**src/core/spmc_params.svh**
```systemverilog
// Operation
// - Hold chip reset until all supplies good
// - Power-on reset needs no external reset; the code starts from the rst_b_i input
// - Supply drop resets until all restored
// - Watchdog is 16-bit, one-millisecond ticks
// - Software programs timeout from 1 ms
// - Watchdog expiry issues full chip reset
// - Readable flag shows last reset was watchdog
// - Watchdog counts only in running state
// - Sleep and run states with transitions
// - Control register write starts sleep entry
// - Pin event or timer starts wakeup
// - Wake stimulus acted on only asleep
// - Wake during sleep entry is remembered
// - Sleep powers down core until wake
// - Pin wake on chosen level change
// - Small always-powered memory kept through sleep
// - Counter match with programmed value wakes
// - Supply loss in transition resets system
`ifndef SPMC_PARAMS_SVH
`define SPMC_PARAMS_SVH
// Register offsets
`define SPMC_A_CTRL 8'h00
`define SPMC_A_STAT 8'h04
`define SPMC_A_WDT_TO 8'h08
`define SPMC_A_WDT_KICK 8'h0C
`define SPMC_A_WAKE_CFG 8'h10
`define SPMC_A_CMP_LO 8'h14
`define SPMC_A_CMP_HI 8'h18
`define SPMC_A_CNT_LO 8'h1C
`define SPMC_A_CNT_HI 8'h20
`define SPMC_A_RSTCAUSE 8'h24
`define SPMC_A_MEM_BASE 8'h80
// Field positions
`define SPMC_CTRL_SLEEP 0
`define SPMC_CTRL_WDT_EN 1
`define SPMC_WCFG_PIN_EN 0
`define SPMC_WCFG_PIN_POL 1
`define SPMC_WCFG_TMR_EN 2
`define SPMC_RC_WDT 0
`define SPMC_RC_POR 1
// Reset values and timing
`define SPMC_WDT_TO_RST 16'hFFFF
`define SPMC_TICK_NS 1_000_000
`define SPMC_CLK_NS 8
`define SPMC_STEP_CYC 16
`endif

```
**src/core/spmc_pkg.sv**
```systemverilog
package spmc_pkg;
  typedef enum logic [2:0] {
    SPMC_PWRUP, SPMC_AWAKE, SPMC_GO_SLEEP, SPMC_ASLEEP, SPMC_GO_WAKE
  } spmc_state_t;
endpackage

```
**src/core/spmc_wdt.sv**
```systemverilog
`timescale 1ns/100ps
`include "spmc_params.svh"
module spmc_wdt #(
  parameter int TICK_CYC = `SPMC_TICK_NS / `SPMC_CLK_NS
) (
  // Clock and reset
  input wire logic clk_sys_i,
  input wire logic rst_b_i,
  // Control
  input wire logic run_i,
  input wire logic kick_i,
  input wire logic [15:0] timeout_i,
  // Expiry
  output logic expire_o
);
  initial if (TICK_CYC < 1) $error("TICK_CYC must be positive");
  logic [31:0] pre_q, pre_d;
  logic [15:0] cnt_q, cnt_d;
  logic exp_q, exp_d;
  // Millisecond prescaler and down counter, gated by run
  always_comb begin
    pre_d = pre_q;
    cnt_d = cnt_q;
    exp_d = 1'b0;
    if (!run_i || kick_i) begin
      pre_d = '0;
      cnt_d = timeout_i;
    end else if (pre_q == 32'(TICK_CYC - 1)) begin
      pre_d = '0;
      if (cnt_q <= 16'h0001) begin
        exp_d = 1'b1;
        cnt_d = timeout_i;
      end else begin
        cnt_d = cnt_q - 16'h0001;
      end
    end else begin
      pre_d = pre_q + 32'h0000_0001;
    end
  end
  always_ff @(posedge clk_sys_i or negedge rst_b_i) begin
    if (!rst_b_i) begin
      pre_q <= '0;
      cnt_q <= `SPMC_WDT_TO_RST;
      exp_q <= 1'b0;
    end else begin
      pre_q <= pre_d;
      cnt_q <= cnt_d;
      exp_q <= exp_d;
    end
  end
  assign expire_o = exp_q;
endmodule

```
**src/core/spmc_sync.sv**
```systemverilog
`timescale 1ns/100ps
module spmc_sync #(
  parameter int W = 1
) (
  // Clock and reset
  input wire logic clk_sys_i,
  input wire logic rst_b_i,
  // Data
  input wire logic [W-1:0] d_i,
  output logic [W-1:0] q_o
);
  initial if (W < 1) $error("W must be positive");
  logic [W-1:0] s1_q, s2_q;
  // Two-stage synchroniser
  always_ff @(posedge clk_sys_i or negedge rst_b_i) begin
    if (!rst_b_i) begin
      s1_q <= '0;
      s2_q <= '0;
    end else begin
      s1_q <= d_i;
      s2_q <= s1_q;
    end
  end
  assign q_o = s2_q;
endmodule

```
**src/core/spmc_top.sv**
```systemverilog
`timescale 1ns/100ps
`include "spmc_params.svh"
module spmc_top
  import spmc_pkg::*;
#(
  parameter int N_SUP = 3,
  parameter int MEM_WORDS = 32,
  parameter int TICK_CYC = `SPMC_TICK_NS / `SPMC_CLK_NS
) (
  // Clock and power-on reset
  input wire logic clk_sys_i,
  input wire logic rst_b_i,
  // Supply monitors and wake pin
  input wire logic [N_SUP-1:0] sup_good_i,
  input wire logic wake_pin_i,
  // Real-time counter
  input wire logic [63:0] rtc_i,
  // Register port
  input wire logic [7:0] addr_i,
  input wire logic [31:0] wdata_i,
  input wire logic wr_i,
  input wire logic rd_i,
  output logic [31:0] rdata_o,
  // Chip control
  output logic chip_rst_b_o,
  output logic core_pwr_en_o,
  output logic asleep_o,
  output logic awake_o
);
  // Parameter checks: the word index and supply vector have fixed uses
  initial begin
    if (N_SUP < 1) begin
      $error("N_SUP must be at least one");
    end
    if (MEM_WORDS != 32) begin
      $error("MEM_WORDS must match the 5-bit word index");
    end
    if (TICK_CYC < 1) begin
      $error("TICK_CYC must be positive");
    end
  end

  logic [N_SUP-1:0] sup_s;
  logic pin_s, pin_prev_q, pin_prev_d;
  logic wdt_exp;
  spmc_state_t st_q, st_d;
  logic [4:0] step_q, step_d;
  logic chip_rst_q, chip_rst_d;
  logic wdt_en_q, wdt_en_d;
  logic [15:0] wdt_to_q, wdt_to_d;
  logic [2:0] wcfg_q, wcfg_d;
  logic [63:0] cmp_q, cmp_d;
  logic wake_pend_q, wake_pend_d;
  logic rc_wdt_q, rc_wdt_d;
  logic rc_por_q, rc_por_d;
  logic [31:0] rdata_q, rdata_d;
  logic [31:0] mem_q [MEM_WORDS];
  logic all_good, sleep_req, kick, pin_evt, tmr_evt, wake_evt, wdt_rst;
  logic pwr_q, pwr_d, slp_q, slp_d, run_q, run_d;

  // Address match helper
  function automatic logic hit(input logic [7:0] a, input logic [7:0] off);
    return a == off;
  endfunction

  // Last cycle of a fixed-length transition
  function automatic logic step_last(input logic [4:0] s);
    return s == 5'(`SPMC_STEP_CYC);
  endfunction

  // Next transition step count
  function automatic logic [4:0] step_next(input logic [4:0] s);
    return s + 5'd1;
  endfunction

  // Supplies and pin come from outside the clock domain
  spmc_sync #(.W(N_SUP)) u_sup_sync (
    .clk_sys_i(clk_sys_i),
    .rst_b_i(rst_b_i),
    .d_i(sup_good_i),
    .q_o(sup_s)
  );
  spmc_sync #(.W(1)) u_pin_sync (
    .clk_sys_i(clk_sys_i),
    .rst_b_i(rst_b_i),
    .d_i(wake_pin_i),
    .q_o(pin_s)
  );

  // Watchdog runs only in the awake state and when enabled
  spmc_wdt #(.TICK_CYC(TICK_CYC)) u_wdt (
    .clk_sys_i(clk_sys_i),
    .rst_b_i(rst_b_i),
    .run_i(st_q == SPMC_AWAKE && wdt_en_q),
    .kick_i(kick),
    .timeout_i(wdt_to_q),
    .expire_o(wdt_exp)
  );

  // Bus decode and wake events
  always_comb begin
    all_good = &sup_s;
    sleep_req = wr_i && hit(addr_i, `SPMC_A_CTRL)
      && wdata_i[`SPMC_CTRL_SLEEP];
    kick = wr_i && hit(addr_i, `SPMC_A_WDT_KICK);
    // Pin wake on the edge that software selected
    pin_evt = wcfg_q[`SPMC_WCFG_PIN_EN] && (pin_s != pin_prev_q)
      && (pin_s == wcfg_q[`SPMC_WCFG_PIN_POL]);
    tmr_evt = wcfg_q[`SPMC_WCFG_TMR_EN] && (rtc_i >= cmp_q);
    wake_evt = pin_evt || tmr_evt;
    // Expiry resets the chip only while running with supplies good
    wdt_rst = (st_q == SPMC_AWAKE) && wdt_exp && all_good;
  end

  // Previous synchronised pin level for edge detection
  always_comb begin
    pin_prev_d = pin_s;
  end

  // Resets low like the synchroniser, so reset shows no edge
  always_ff @(posedge clk_sys_i or negedge rst_b_i) begin
    if (!rst_b_i) begin
      pin_prev_q <= 1'b0;
    end else begin
      pin_prev_q <= pin_prev_d;
    end
  end

  // Power mode sequencer
  always_comb begin
    st_d = st_q;
    step_d = step_q;
    chip_rst_d = chip_rst_q;
    wake_pend_d = wake_pend_q;
    unique case (st_q)
      // Hold the chip until supplies settle, then release it
      SPMC_PWRUP: begin
        chip_rst_d = 1'b1;
        wake_pend_d = 1'b0;
        if (!all_good) begin
          step_d = '0;
        end else if (step_last(step_q)) begin
          st_d = SPMC_AWAKE;
          chip_rst_d = 1'b0;
          step_d = '0;
        end else begin
          step_d = step_next(step_q);
        end
      end
      // Running; wake stimuli are ignored here
      SPMC_AWAKE: begin
        if (!all_good) begin
          st_d = SPMC_PWRUP;
          chip_rst_d = 1'b1;
          step_d = '0;
        end else if (wdt_rst) begin
          st_d = SPMC_PWRUP;
          chip_rst_d = 1'b1;
          step_d = '0;
        end else if (sleep_req) begin
          st_d = SPMC_GO_SLEEP;
          step_d = '0;
        end
      end
      // Sleep entry; a wake seen here waits for the asleep state
      SPMC_GO_SLEEP: begin
        if (wake_evt) wake_pend_d = 1'b1;
        if (!all_good) begin
          st_d = SPMC_PWRUP;
          chip_rst_d = 1'b1;
          step_d = '0;
        end else if (step_last(step_q)) begin
          st_d = SPMC_ASLEEP;
          chip_rst_d = 1'b1;
          step_d = '0;
        end else begin
          step_d = step_next(step_q);
        end
      end
      // Quiescent until a wake event or a held wake
      SPMC_ASLEEP: begin
        if (!all_good) begin
          st_d = SPMC_PWRUP;
          chip_rst_d = 1'b1;
          step_d = '0;
        end else if (wake_evt || wake_pend_q) begin
          st_d = SPMC_GO_WAKE;
          wake_pend_d = 1'b0;
          step_d = '0;
        end
      end
      // Wake transition; the chip is released at its end
      SPMC_GO_WAKE: begin
        if (!all_good) begin
          st_d = SPMC_PWRUP;
          chip_rst_d = 1'b1;
          step_d = '0;
        end else if (step_last(step_q)) begin
          st_d = SPMC_AWAKE;
          chip_rst_d = 1'b0;
          step_d = '0;
        end else begin
          step_d = step_next(step_q);
        end
      end
      // Unused codes restart the power-up sequence
      default: begin
        st_d = SPMC_PWRUP;
        chip_rst_d = 1'b1;
        step_d = '0;
      end
    endcase
  end

  // A short supply dip restarts the power-up count from zero
  always_ff @(posedge clk_sys_i or negedge rst_b_i) begin
    if (!rst_b_i) begin
      st_q <= SPMC_PWRUP;
      step_q <= '0;
      chip_rst_q <= 1'b1;
      wake_pend_q <= 1'b0;
    end else begin
      st_q <= st_d;
      step_q <= step_d;
      chip_rst_q <= chip_rst_d;
      wake_pend_q <= wake_pend_d;
    end
  end

  // Reset cause: software clears by writing ones, a new cause wins
  always_comb begin
    rc_wdt_d = rc_wdt_q;
    rc_por_d = rc_por_q;
    if (wr_i && hit(addr_i, `SPMC_A_RSTCAUSE)) begin
      if (wdata_i[`SPMC_RC_POR]) rc_por_d = 1'b0;
      if (wdata_i[`SPMC_RC_WDT]) rc_wdt_d = 1'b0;
    end
    if (wdt_rst) rc_wdt_d = 1'b1;
  end

  // Kept across supervisor resets; only power-on sets that cause
  always_ff @(posedge clk_sys_i or negedge rst_b_i) begin
    if (!rst_b_i) begin
      rc_wdt_q <= 1'b0;
      rc_por_q <= 1'b1;
    end else begin
      rc_wdt_q <= rc_wdt_d;
      rc_por_q <= rc_por_d;
    end
  end

  // Status outputs follow the next state, so they leave flip-flops
  always_comb begin
    pwr_d = (st_d != SPMC_ASLEEP);
    slp_d = (st_d == SPMC_ASLEEP);
    run_d = (st_d == SPMC_AWAKE);
  end

  // Reset values match the power-up state
  always_ff @(posedge clk_sys_i or negedge rst_b_i) begin
    if (!rst_b_i) begin
      pwr_q <= 1'b1;
      slp_q <= 1'b0;
      run_q <= 1'b0;
    end else begin
      pwr_q <= pwr_d;
      slp_q <= slp_d;
      run_q <= run_d;
    end
  end

  // Configuration registers
  always_comb begin
    wdt_en_d = wdt_en_q;
    wdt_to_d = wdt_to_q;
    wcfg_d = wcfg_q;
    cmp_d = cmp_q;
    if (wr_i) begin
      if (hit(addr_i, `SPMC_A_CTRL)) wdt_en_d = wdata_i[`SPMC_CTRL_WDT_EN];
      if (hit(addr_i, `SPMC_A_WDT_TO)) begin
        // Zero is raised to the one-millisecond floor
        wdt_to_d = (wdata_i[15:0] == 16'h0000) ? 16'h0001
          : wdata_i[15:0];
      end
      if (hit(addr_i, `SPMC_A_WAKE_CFG)) wcfg_d = wdata_i[2:0];
      if (hit(addr_i, `SPMC_A_CMP_LO)) cmp_d[31:0] = wdata_i;
      if (hit(addr_i, `SPMC_A_CMP_HI)) cmp_d[63:32] = wdata_i;
    end
  end

  always_ff @(posedge clk_sys_i or negedge rst_b_i) begin
    if (!rst_b_i) begin
      wdt_en_q <= 1'b0;
      wdt_to_q <= `SPMC_WDT_TO_RST;
      wcfg_q <= '0;
      cmp_q <= '0;
    end else begin
      wdt_en_q <= wdt_en_d;
      wdt_to_q <= wdt_to_d;
      wcfg_q <= wcfg_d;
      cmp_q <= cmp_d;
    end
  end

  // Deep sleep memory: kept across sleep and chip reset
  always_ff @(posedge clk_sys_i) begin
    if (wr_i && addr_i[7]) begin
      mem_q[addr_i[6:2]] <= wdata_i;
    end
  end

  // Read mux, data in the following cycle
  always_comb begin
    rdata_d = '0;
    if (rd_i) begin
      if (addr_i[7]) begin
        rdata_d = mem_q[addr_i[6:2]];
      end else begin
        unique case (addr_i)
          `SPMC_A_CTRL: rdata_d = {30'h0, wdt_en_q, 1'b0};
          `SPMC_A_STAT: rdata_d = {27'h0, wake_pend_q, 1'b0, st_q};
          `SPMC_A_WDT_TO: rdata_d = {16'h0, wdt_to_q};
          `SPMC_A_WAKE_CFG: rdata_d = {29'h0, wcfg_q};
          `SPMC_A_CMP_LO: rdata_d = cmp_q[31:0];
          `SPMC_A_CMP_HI: rdata_d = cmp_q[63:32];
          `SPMC_A_CNT_LO: rdata_d = rtc_i[31:0];
          `SPMC_A_CNT_HI: rdata_d = rtc_i[63:32];
          `SPMC_A_RSTCAUSE: rdata_d = {30'h0, rc_por_q, rc_wdt_q};
          default: rdata_d = '0;
        endcase
      end
    end
  end

  always_ff @(posedge clk_sys_i or negedge rst_b_i) begin
    if (!rst_b_i) rdata_q <= '0;
    else rdata_q <= rdata_d;
  end

  // Outputs
  assign rdata_o = rdata_q;
  assign chip_rst_b_o = !chip_rst_q;
  assign core_pwr_en_o = pwr_q;
  assign asleep_o = slp_q;
  assign awake_o = run_q;
endmodule

```
**config.mk**
```make
export PLATFORM = sky130hd
export DESIGN_NAME = spmc_top
export DESIGN_NICKNAME = d
export VERILOG_FILES = /design/src/core/spmc_pkg.sv /design/src/core/spmc_wdt.sv /design/src/core/spmc_sync.sv /design/src/core/spmc_top.sv
export VERILOG_INCLUDE_DIRS = /design/src /design/src/core
export SDC_FILE = /design/constraint.sdc
export NUM_CORES = 1
export LEC_CHECK = 0
export ABC_AREA = 1
export BUFFER_PORTS_ARGS = -buffer_cell sky130_fd_sc_hd__buf_2
export CAP_MARGIN = 0
export CORE_MARGIN = 3
export CORE_UTILIZATION = 30
export DETAILED_ROUTE_END_ITERATION = 7
export GPL_TIMING_DRIVEN = 0
export PLACE_DENSITY = 0.46
export SLEW_MARGIN = 5
export SYNTH_ARGS = -nofsm -noshare
export SYNTH_HDL_FRONTEND = slang
export SYNTH_HIERARCHICAL = 1
export SYNTH_SLANG_ARGS = --single-unit
```
**constraint.sdc**
```tcl
create_clock -name clk_sys_i -period 2.61 [get_ports clk_sys_i]
set_input_delay 0.522 -clock clk_sys_i [delete_from_list [all_inputs] [get_ports clk_sys_i]]
set_output_delay 0.522 -clock clk_sys_i [all_outputs]
set_load 0.01 [all_outputs]
```
==> results of run 1 <==
[how the worst min path moves through the flow]
stage | slack [ns] | end | from | cells after the start
2_1_floorplan | 0.23 | asleep_o | rst_b_i | 0
3_3_place_gp | 0.33 | u_sup_sync/q_o[0] | u_sup_sync/s1_q[0] | 0
3_5_place_dp | 0.33 | u_sup_sync/q_o[2] | u_sup_sync/s1_q[2] | 0
4_1_cts | 0.13 | rdata_o[1] | rd_i | 3
5_1_grt | 0.12 | rdata_o[31] | rd_i | 3
6_report | 0.16 | rdata_o[31] | rd_i | 3
[sequential cells by signal, indices dropped and copies added (netlist names), 3 cells and up]
| name | count |
|---|---|
| cmp_q | 64 |
| step_q | 5 |
| rdata_o | 32 |
| u_sup_sync/s1_q | 3 |
| wdt_to_q | 16 |
| u_sup_sync/q_o | 3 |
| st_q | 3 |
| mem_q | 1024 |
| u_wdt/pre_q | 32 |
| u_wdt/cnt_q | 16 |
| wcfg_q | 3 |
[layer usage]
metal / vias to the layer above / global-route usage [%]
met3: 317 / 3.217
met2: 1391 / 36.21
met1: 17914 / 27.91
met5: - / 0
met4: 0 / 7.985
li1: 15812 / -
[placed cells by master, fill, tap and decap left out, drive strengths merged, types with 2 or more instances in the layout]
cell type | synthesis | layout
dfrtp | 154 | 154
o21ai | 123 | 123
inv | 233 | 241
buf | 173 | 394
a221oi | 11 | 11
bufinv | 0 | 6
o31ai | 64 | 64
nand2 | 463 | 463
o2111ai | 12 | 12
edfxtp | 1024 | 1024
nor3 | 754 | 754
nand4 | 21 | 21
xnor2 | 4 | 4
o22ai | 352 | 352
nand3 | 116 | 116
ha | 69 | 69
dlygate4sd3 | 0 | 5
a211oi | 7 | 7
a32o | 2 | 2
diode | 0 | 13
nor3b | 2 | 2
nor2 | 253 | 257
clkinvlp | 0 | 2
nand3b | 2 | 2
dfstp | 35 | 35
clkbuf | 67 | 257
o221ai | 5 | 5
xor2 | 15 | 15
a21oi | 39 | 39
a2111oi | 14 | 14
clkinv | 1 | 48
o21a | 2 | 2
a21o | 2 | 2
[layout make-up]
| type | instances | area share [%] |
|---|---|---|
| Buffer | 240 | 2.051 |
| Inverter | 234 | 1.471 |
| Multi-Input combinational cell | 2345 | 21.69 |
| Antenna cell | 13 | 0.05431 |
| Timing Repair Buffer | 227 | 3.618 |
| Clock inverter | 63 | 0.9568 |
| Sequential cell | 1213 | 59.31 |
| Clock buffer | 189 | 6.278 |
| Tap cell | 2189 | 4.573 |
[power groups by stage]
stage	clock [mW]	sequential, mW	combinational (mW)
floorplan	0	21.8	1.37
global placement	0	21.8	2.95
detailed placement	0	21.8	3.01
CTS	19.2	21.4	3.06
global route	20.0	21.4	3.29
finish	18.9	21.4	3.07
[metrics by stage]
| step | setup TNS (ns) | util [%] | cells |
|---|---|---|---|
| floorplan | -155.24 | - | 4028 |
| global placement | -2669.18 | 32.43 | 6361 |
| detailed placement | -1049.30 | 32.98 | 6396 |
| CTS | -0.05620 | 36.14 | 6700 |
| global route | -0.03698 | 36.21 | 6706 |
| finish | -0.02815 | 36.22 | 6713 |
[worst reg2reg max path, cell delays in order (launching register included)]
cell and delay [ns]:
dfrtp_1 0.36, inv_1 0.07, ha_1 0.30, nand4_1 0.13, nor3_2 0.30, nand2_1 0.12, nor2_1 0.10, nand2_1 0.06
nand2_1 0.06, nor2_1 0.04, nand2_1 0.08, nand2_1 0.12, nand4_1 0.19, nand2_1 0.12, nand2_2 0.13, inv_2 0.04
[kinds of logic after synthesis]
group / count (synthesis)
AND/OR/NAND/NOR: 1614
AO/OA/AOI/OAI: 639
XOR/XNOR: 19
buffers and inverters: 474
adder cells (fa/ha/maj): 69
flip-flops: 1213
[what timing repair did]
item	4_1_cts	5_1_grt
resized for setup	52	30
hold buffers	5	0
hold endpoints to repair	53	0
endpoints found under the setup margin	650	27
pin swaps	27	0
cloned	4	0
setup buffers	43	0
==> impl_metrics.tcl, run 1 <==
set metrics [dict create \
    power.density_nw_per_um2 723.1 \
    synthTopCellsByCount "edfxtp_1 (1024), nor3_1 (751), nand2_1 (453)" \
    synth_xor_area_share_pct 0.3326 \
    die_area_um2 171700 \
    wl_met3_mm 12.18 \
    failed_checks "negative setup slack" \
    p_leak_nw 20.46 \
    portBuffers 144 \
    row_count 149 \
    p_sw_mw 10.49 \
    fin_crit_sh_pct 101.1 \
    synth_area_leader_cell "edfxtp_1" \
    clock_sinks 1213 \
    path_delay_family "buffers and inverters" \
    setup_ws_ns -0.02754 \
    reg2reg_depth 15 \
    antenna_found_initial 25 \
    drive_gt1_share_pct 16.85 \
    synth-simple-area-share_pct 14.76 \
    r2r_slack_ns 0.30 \
    path_cells "buf_4 -> nand2_4 -> buf_4 -> buf_2 -> buf_2 -> o22ai_1 -> o31ai_1 -> nand4_1 -> a21oi_1" \
    fmax_ghz 0.3791 \
    die_y_um 414.4 \
    ys_seq_area_share_pct 70.99 \
    setup_viol 2 \
    worstPathBufferInverterCount 4 \
    clkTransAtPathRegs_ns 0.06 \
    place.gp.congestion 0.8788 \
    drc 0 \
    r2r-end "asleep_o" \
    final_cell_area_um2 59890 \
    synthDistinctLibCells 53 \
    synth_most_common_cell "edfxtp_1" \
    reg2reg_from "cmp_q[61]" \
    ios 148 \
    yosys_warnings 6 \
    grt_pass1_vias 34635 \
    synth_nets 4209 \
    clock_latency_ns 0.77 \
    wire_per_inst_um 28.08 \
    dieWidth_um 414.4 \
    async_flop_share_pct 15.58 \
    multi_input_area_um2 12990 \
    synth-edff-count 1024 \
    ff_latch_area_um2 35520 \
    root_buffer "clkbuf_16" \
    cts_tree "built" \
    synthToLayoutAreaGrowth_pct 19.70 \
    yosysTopAreaCellShare_pct 61.45 \
    synthMuxAreaShare_pct 0 \
    overflow 0 \
    viasPerCell 5.278 \
    syn_inst 4028 \
    final-max-slew-violation-count 0 \
    synth_area_um2 50040 \
    placed_area_um2 54540 \
    yosys.area_share.adder_pct 1.725 \
    worst_ep_arrival_time_ns 3.22 \
    maxCapViolations 0 \
    skew_ns 0.03832 \
    crit_fanout 10 \
    initial_core_util_pct 30.26 \
    switching_share_pct 24.23 \
    ys.flop_type "edfxtp_1" \
    highest_layer "met4" \
    antenna_left 0 \
    vias 35434 \
    ys_ff_latch 1213 \
    hold_violations 0 \
    cp-start-kind "input port" \
    combPwrFrac_pct 7.1 \
    outcome "finished, violations left" \
    final.fill_count 16112 \
    seqPwrFrac_pct 49.4 \
    core-area_um2 165400 \
    cp_slowest_cell "a21oi_1" \
    hp-class "in -> reg" \
    dr_wl_met2_mm 91.58 \
    nets 4582 \
    cp-endpoint "rdata_o[1]" \
    synth.avg_cell_area_um2 12.42 \
    wl_met1_mm 77.15 \
    crit_required_ns 3.19 \
    post-dp-hpwl_mm 128.2 \
    crit_start "addr_i[3]" \
    numCtsBuffers 140 \
    ir_drop_v 0.0006149 \
    yosys-top-cells-area "edfxtp_1 (61%), dfrtp_1 (7.7%), nor3_1 (7.5%)" \
    max_stage_delay_ns 0.53 \
    routed_wl_mm 188.5 \
    max_slew.worst_pin.slew_ns 1.104 \
    p_clk_share_pct 43.5 \
    p_total_mw 43.31 \
    end_kind "flop" \
    pre_cts_ws_ns -1.598 \
    fin_crit_ns 2.638 \
    drt_pre_antenna_iters 5 \
    synth_compound_area_share_pct 8.024 \
    drt_first_iter_violations 3259 \
    htree_levels 4 \
    cp_num_cells 9 \
    internal_power_mw 32.81 \
    clock_path_buffers 3 \
    grt_max_degree 73 \
    grt_pass1_wl_mm 264.1 \
    maxSlewHeadroom_pct 26.43 \
    grt_use_total_pct 21.45 \
    whs_ns 0.1614 \
    synth_top_family_by_area "simple AND/OR/NAND/NOR gates" \
    setup.worst_path.class "in -> reg" \
]
Power figures use the tool's default switching activity.
==> run 2, diff against run 1 <==
- ABC_CLOCK_PERIOD_IN_PS: default -> 2610
- BUFFER_PORTS_ARGS: -buffer_cell sky130_fd_sc_hd__buf_2 -> default
- DONT_BUFFER_PORTS: default -> 1
- RECOVER_POWER: default -> 100
==> run 2 against run 1 <==
Effect of this change:
- the run ends with negative hold slack, max-capacitance violations, max-slew violations, negative setup slack left
- critical path type unchanged
- cell count decreased by 1.1%
- critical path depth up 3
- via count shrank 0.25%
- routed wire length increased by 1.2%
- setup slack worse by 0.12 ns
- sequential share of layout area rose by 0.56 points
- first-iteration DRC count is 8.6% higher
- sequential power hardly changed
- register-to-register slack worse by 0.09 ns
- power is 0.34% higher
==> impl_metrics.tcl, run 2 (synthesis results as in run 1) <==
set metrics [dict create \
    outcome "finished, violations left" \
    failed_checks "negative hold slack, max-capacitance violations, max-slew violations, negative setup slack" \
    fin_crit_ns 2.760 \
    cts_tree "built" \
    initial_core_util_pct 30.26 \
    vias 35345 \
    numCtsBuffers 141 \
    setup_viol 4 \
    core-area_um2 165400 \
    switching_share_pct 24.46 \
    reg2reg_depth 16 \
    end_kind "flop" \
    r2r-end "asleep_o" \
    crit_start "addr_i[3]" \
    p_clk_share_pct 44.2 \
    drt_pre_antenna_iters 5 \
    p_total_mw 43.46 \
    fin_crit_sh_pct 105.8 \
    clock_latency_ns 0.79 \
    p_sw_mw 10.63 \
    drive_gt1_share_pct 13.52 \
    worst_ep_arrival_time_ns 3.42 \
    root_buffer "clkbuf_16" \
    combPwrFrac_pct 6.5 \
    finalSetupTns_ns -0.2613 \
    nets 4474 \
    ir_drop_v 0.0005616 \
    maxSlewHeadroom_pct -40.07 \
    post-dp-hpwl_mm 128.1 \
    grt_pass1_vias 34320 \
    wire_per_inst_um 28.71 \
    max_slew.worst_pin.slew_ns 2.101 \
    dieWidth_um 414.4 \
    grt_max_degree 190 \
    path_cells "buf_4 -> nand2_4 -> buf_4 -> buf_2 -> o22ai_1 -> nor3_1 -> o22ai_1 -> nor3_2 -> nand3_1 -> nand2_1 -> nand2_1 -> nor2_1" \
    max_stage_delay_ns 0.55 \
    final_common_cell "edfxtp_1" \
    overflow 0 \
    crit_fanout 11 \
    drc 0 \
    clock_path_buffers 3 \
    hold_violations 177 \
    grt_pass1_wl_mm 266.1 \
    seqPwrFrac_pct 49.3 \
    crit_required_ns 3.26 \
    portBuffers 0 \
    clock_sinks 1213 \
    hold_buffers 45 \
    synthToLayoutAreaGrowth_pct 18.57 \
    routed_wl_mm 190.7 \
    cp-start-kind "input port" \
    dp_cells 6252 \
    skew_ns 0.04634 \
    final_cell_mix "edfxtp_1 (1024), nor3_1 (731), nand2_1 (454)" \
    antenna_found_initial 30 \
    setup_ws_ns -0.1505 \
    htree_levels 4 \
    clkTransAtPathRegs_ns 0.06 \
    hp-class "in -> async" \
    ios 148 \
    largest_reg_flops 1024 \
    maxCapViolations 31 \
    finalNonFillerCells 6642 \
    viasPerCell 5.321 \
    cp_slowest_cell "nor3_2" \
    die_area_um2 171700 \
    rsz0062_at_grt "yes" \
    antenna_left 0 \
    row_count 149 \
    reg2reg_from "cmp_q[55]" \
    grt_use_total_pct 21.67 \
    drt_first_iter_violations 3540 \
    whs_ns -0.5511 \
    place.gp.congestion 0.8966 \
    die_y_um 414.4 \
    internal_power_mw 32.83 \
    setup.worst_path.class "in -> reg" \
    power.density_nw_per_um2 732.4 \
    p_leak_nw 19.90 \
    final-max-slew-violation-count 1051 \
    r2r_slack_ns 0.21 \
    fmax_ghz 0.3623 \
    final_cell_area_um2 59330 \
    placed_area_um2 53780 \
]
[run 2: cell types whose count changed in the layout (fill, tap and decap cells not counted), sizes merged]
cell           delta
clkinv           +14
inv               -3
clkdlybuf4s18     +1
bufinv            -1
dlygate4sd3       +8
clkinvlp          +1
clkbuf           +28
buf             -151
diode            +32
[run 2: how the worst max path moves through the flow]
stage | to | depth (start not counted)
floorplan | mem_q[24][0] | 5
global placement | mem_q[0][26] | 4
detailed placement | mem_q[23][11] | 6
CTS | mem_q[13][16] | 6
global route | mem_q[8][14] | 6
finish | rdata_o[11] | 12
[run 2: power groups by stage]
stage / Clock (mW) / Sequential (mW) / Combinational, mW
floorplan: 0 / 21.8 / 1.37
global placement: 0 / 21.8 / 2.34
detailed placement: 0 / 21.8 / 2.38
CTS: 19.5 / 21.4 / 2.88
global route: 20.3 / 21.4 / 3.00
finish: 19.2 / 21.4 / 2.82
[run 2: worst max-delay path: cells and delay by family]
kind / cells / cell delay, ns
simple gates: 7 / 1.62
buf+inv: 3 / 0.80
compound gates: 2 / 0.41
[run 2: layer usage]
layer | global-route usage [%] | routed length, µm | up-vias
met1 | 28.16 | 77920 | 17898
met3 | 3.753 | 12950 | 342
met2 | 35.52 | 92470 | 1461
met5 | 0 | 19 | -
met4 | 9.591 | 7321 | 2
li1 | - | - | 15642
[run 2: area by class of cell]
type | count | area (µm²)
fillers | 16133 | 106000
flip-flops and latches | 1213 | 35520
multi-input cells | 2345 | 12880
clock buffers | 184 | 3782
well taps | 2189 | 2739
repair buffers | 118 | 1511
plain buffers | 240 | 1222
inverters | 234 | 880.8
clock inverters | 74 | 674.4
diodes | 45 | 112.6
[run 2: timing repair]
item / in CTS / in global routing
buffers inserted: 31 / 7
pin swaps: 18 / 6
hold endpoints to repair: 1265 / 189
resized for setup: 36 / 18
gates cloned: 4 / 0
endpoints found under the setup margin: 537 / 96
[run 2: per-stage QoR]
| stage | setup WS [ns] | utilization (%) |
|---|---|---|
| CTS | 0.02731 | 36.03 |
| floorplan | -0.3905 | - |
| detailed placement | -1.466 | 32.52 |
| global placement | -3.017 | 31.99 |
| global route | -0.001802 | 35.88 |
| finish | -0.1505 | 35.88 |
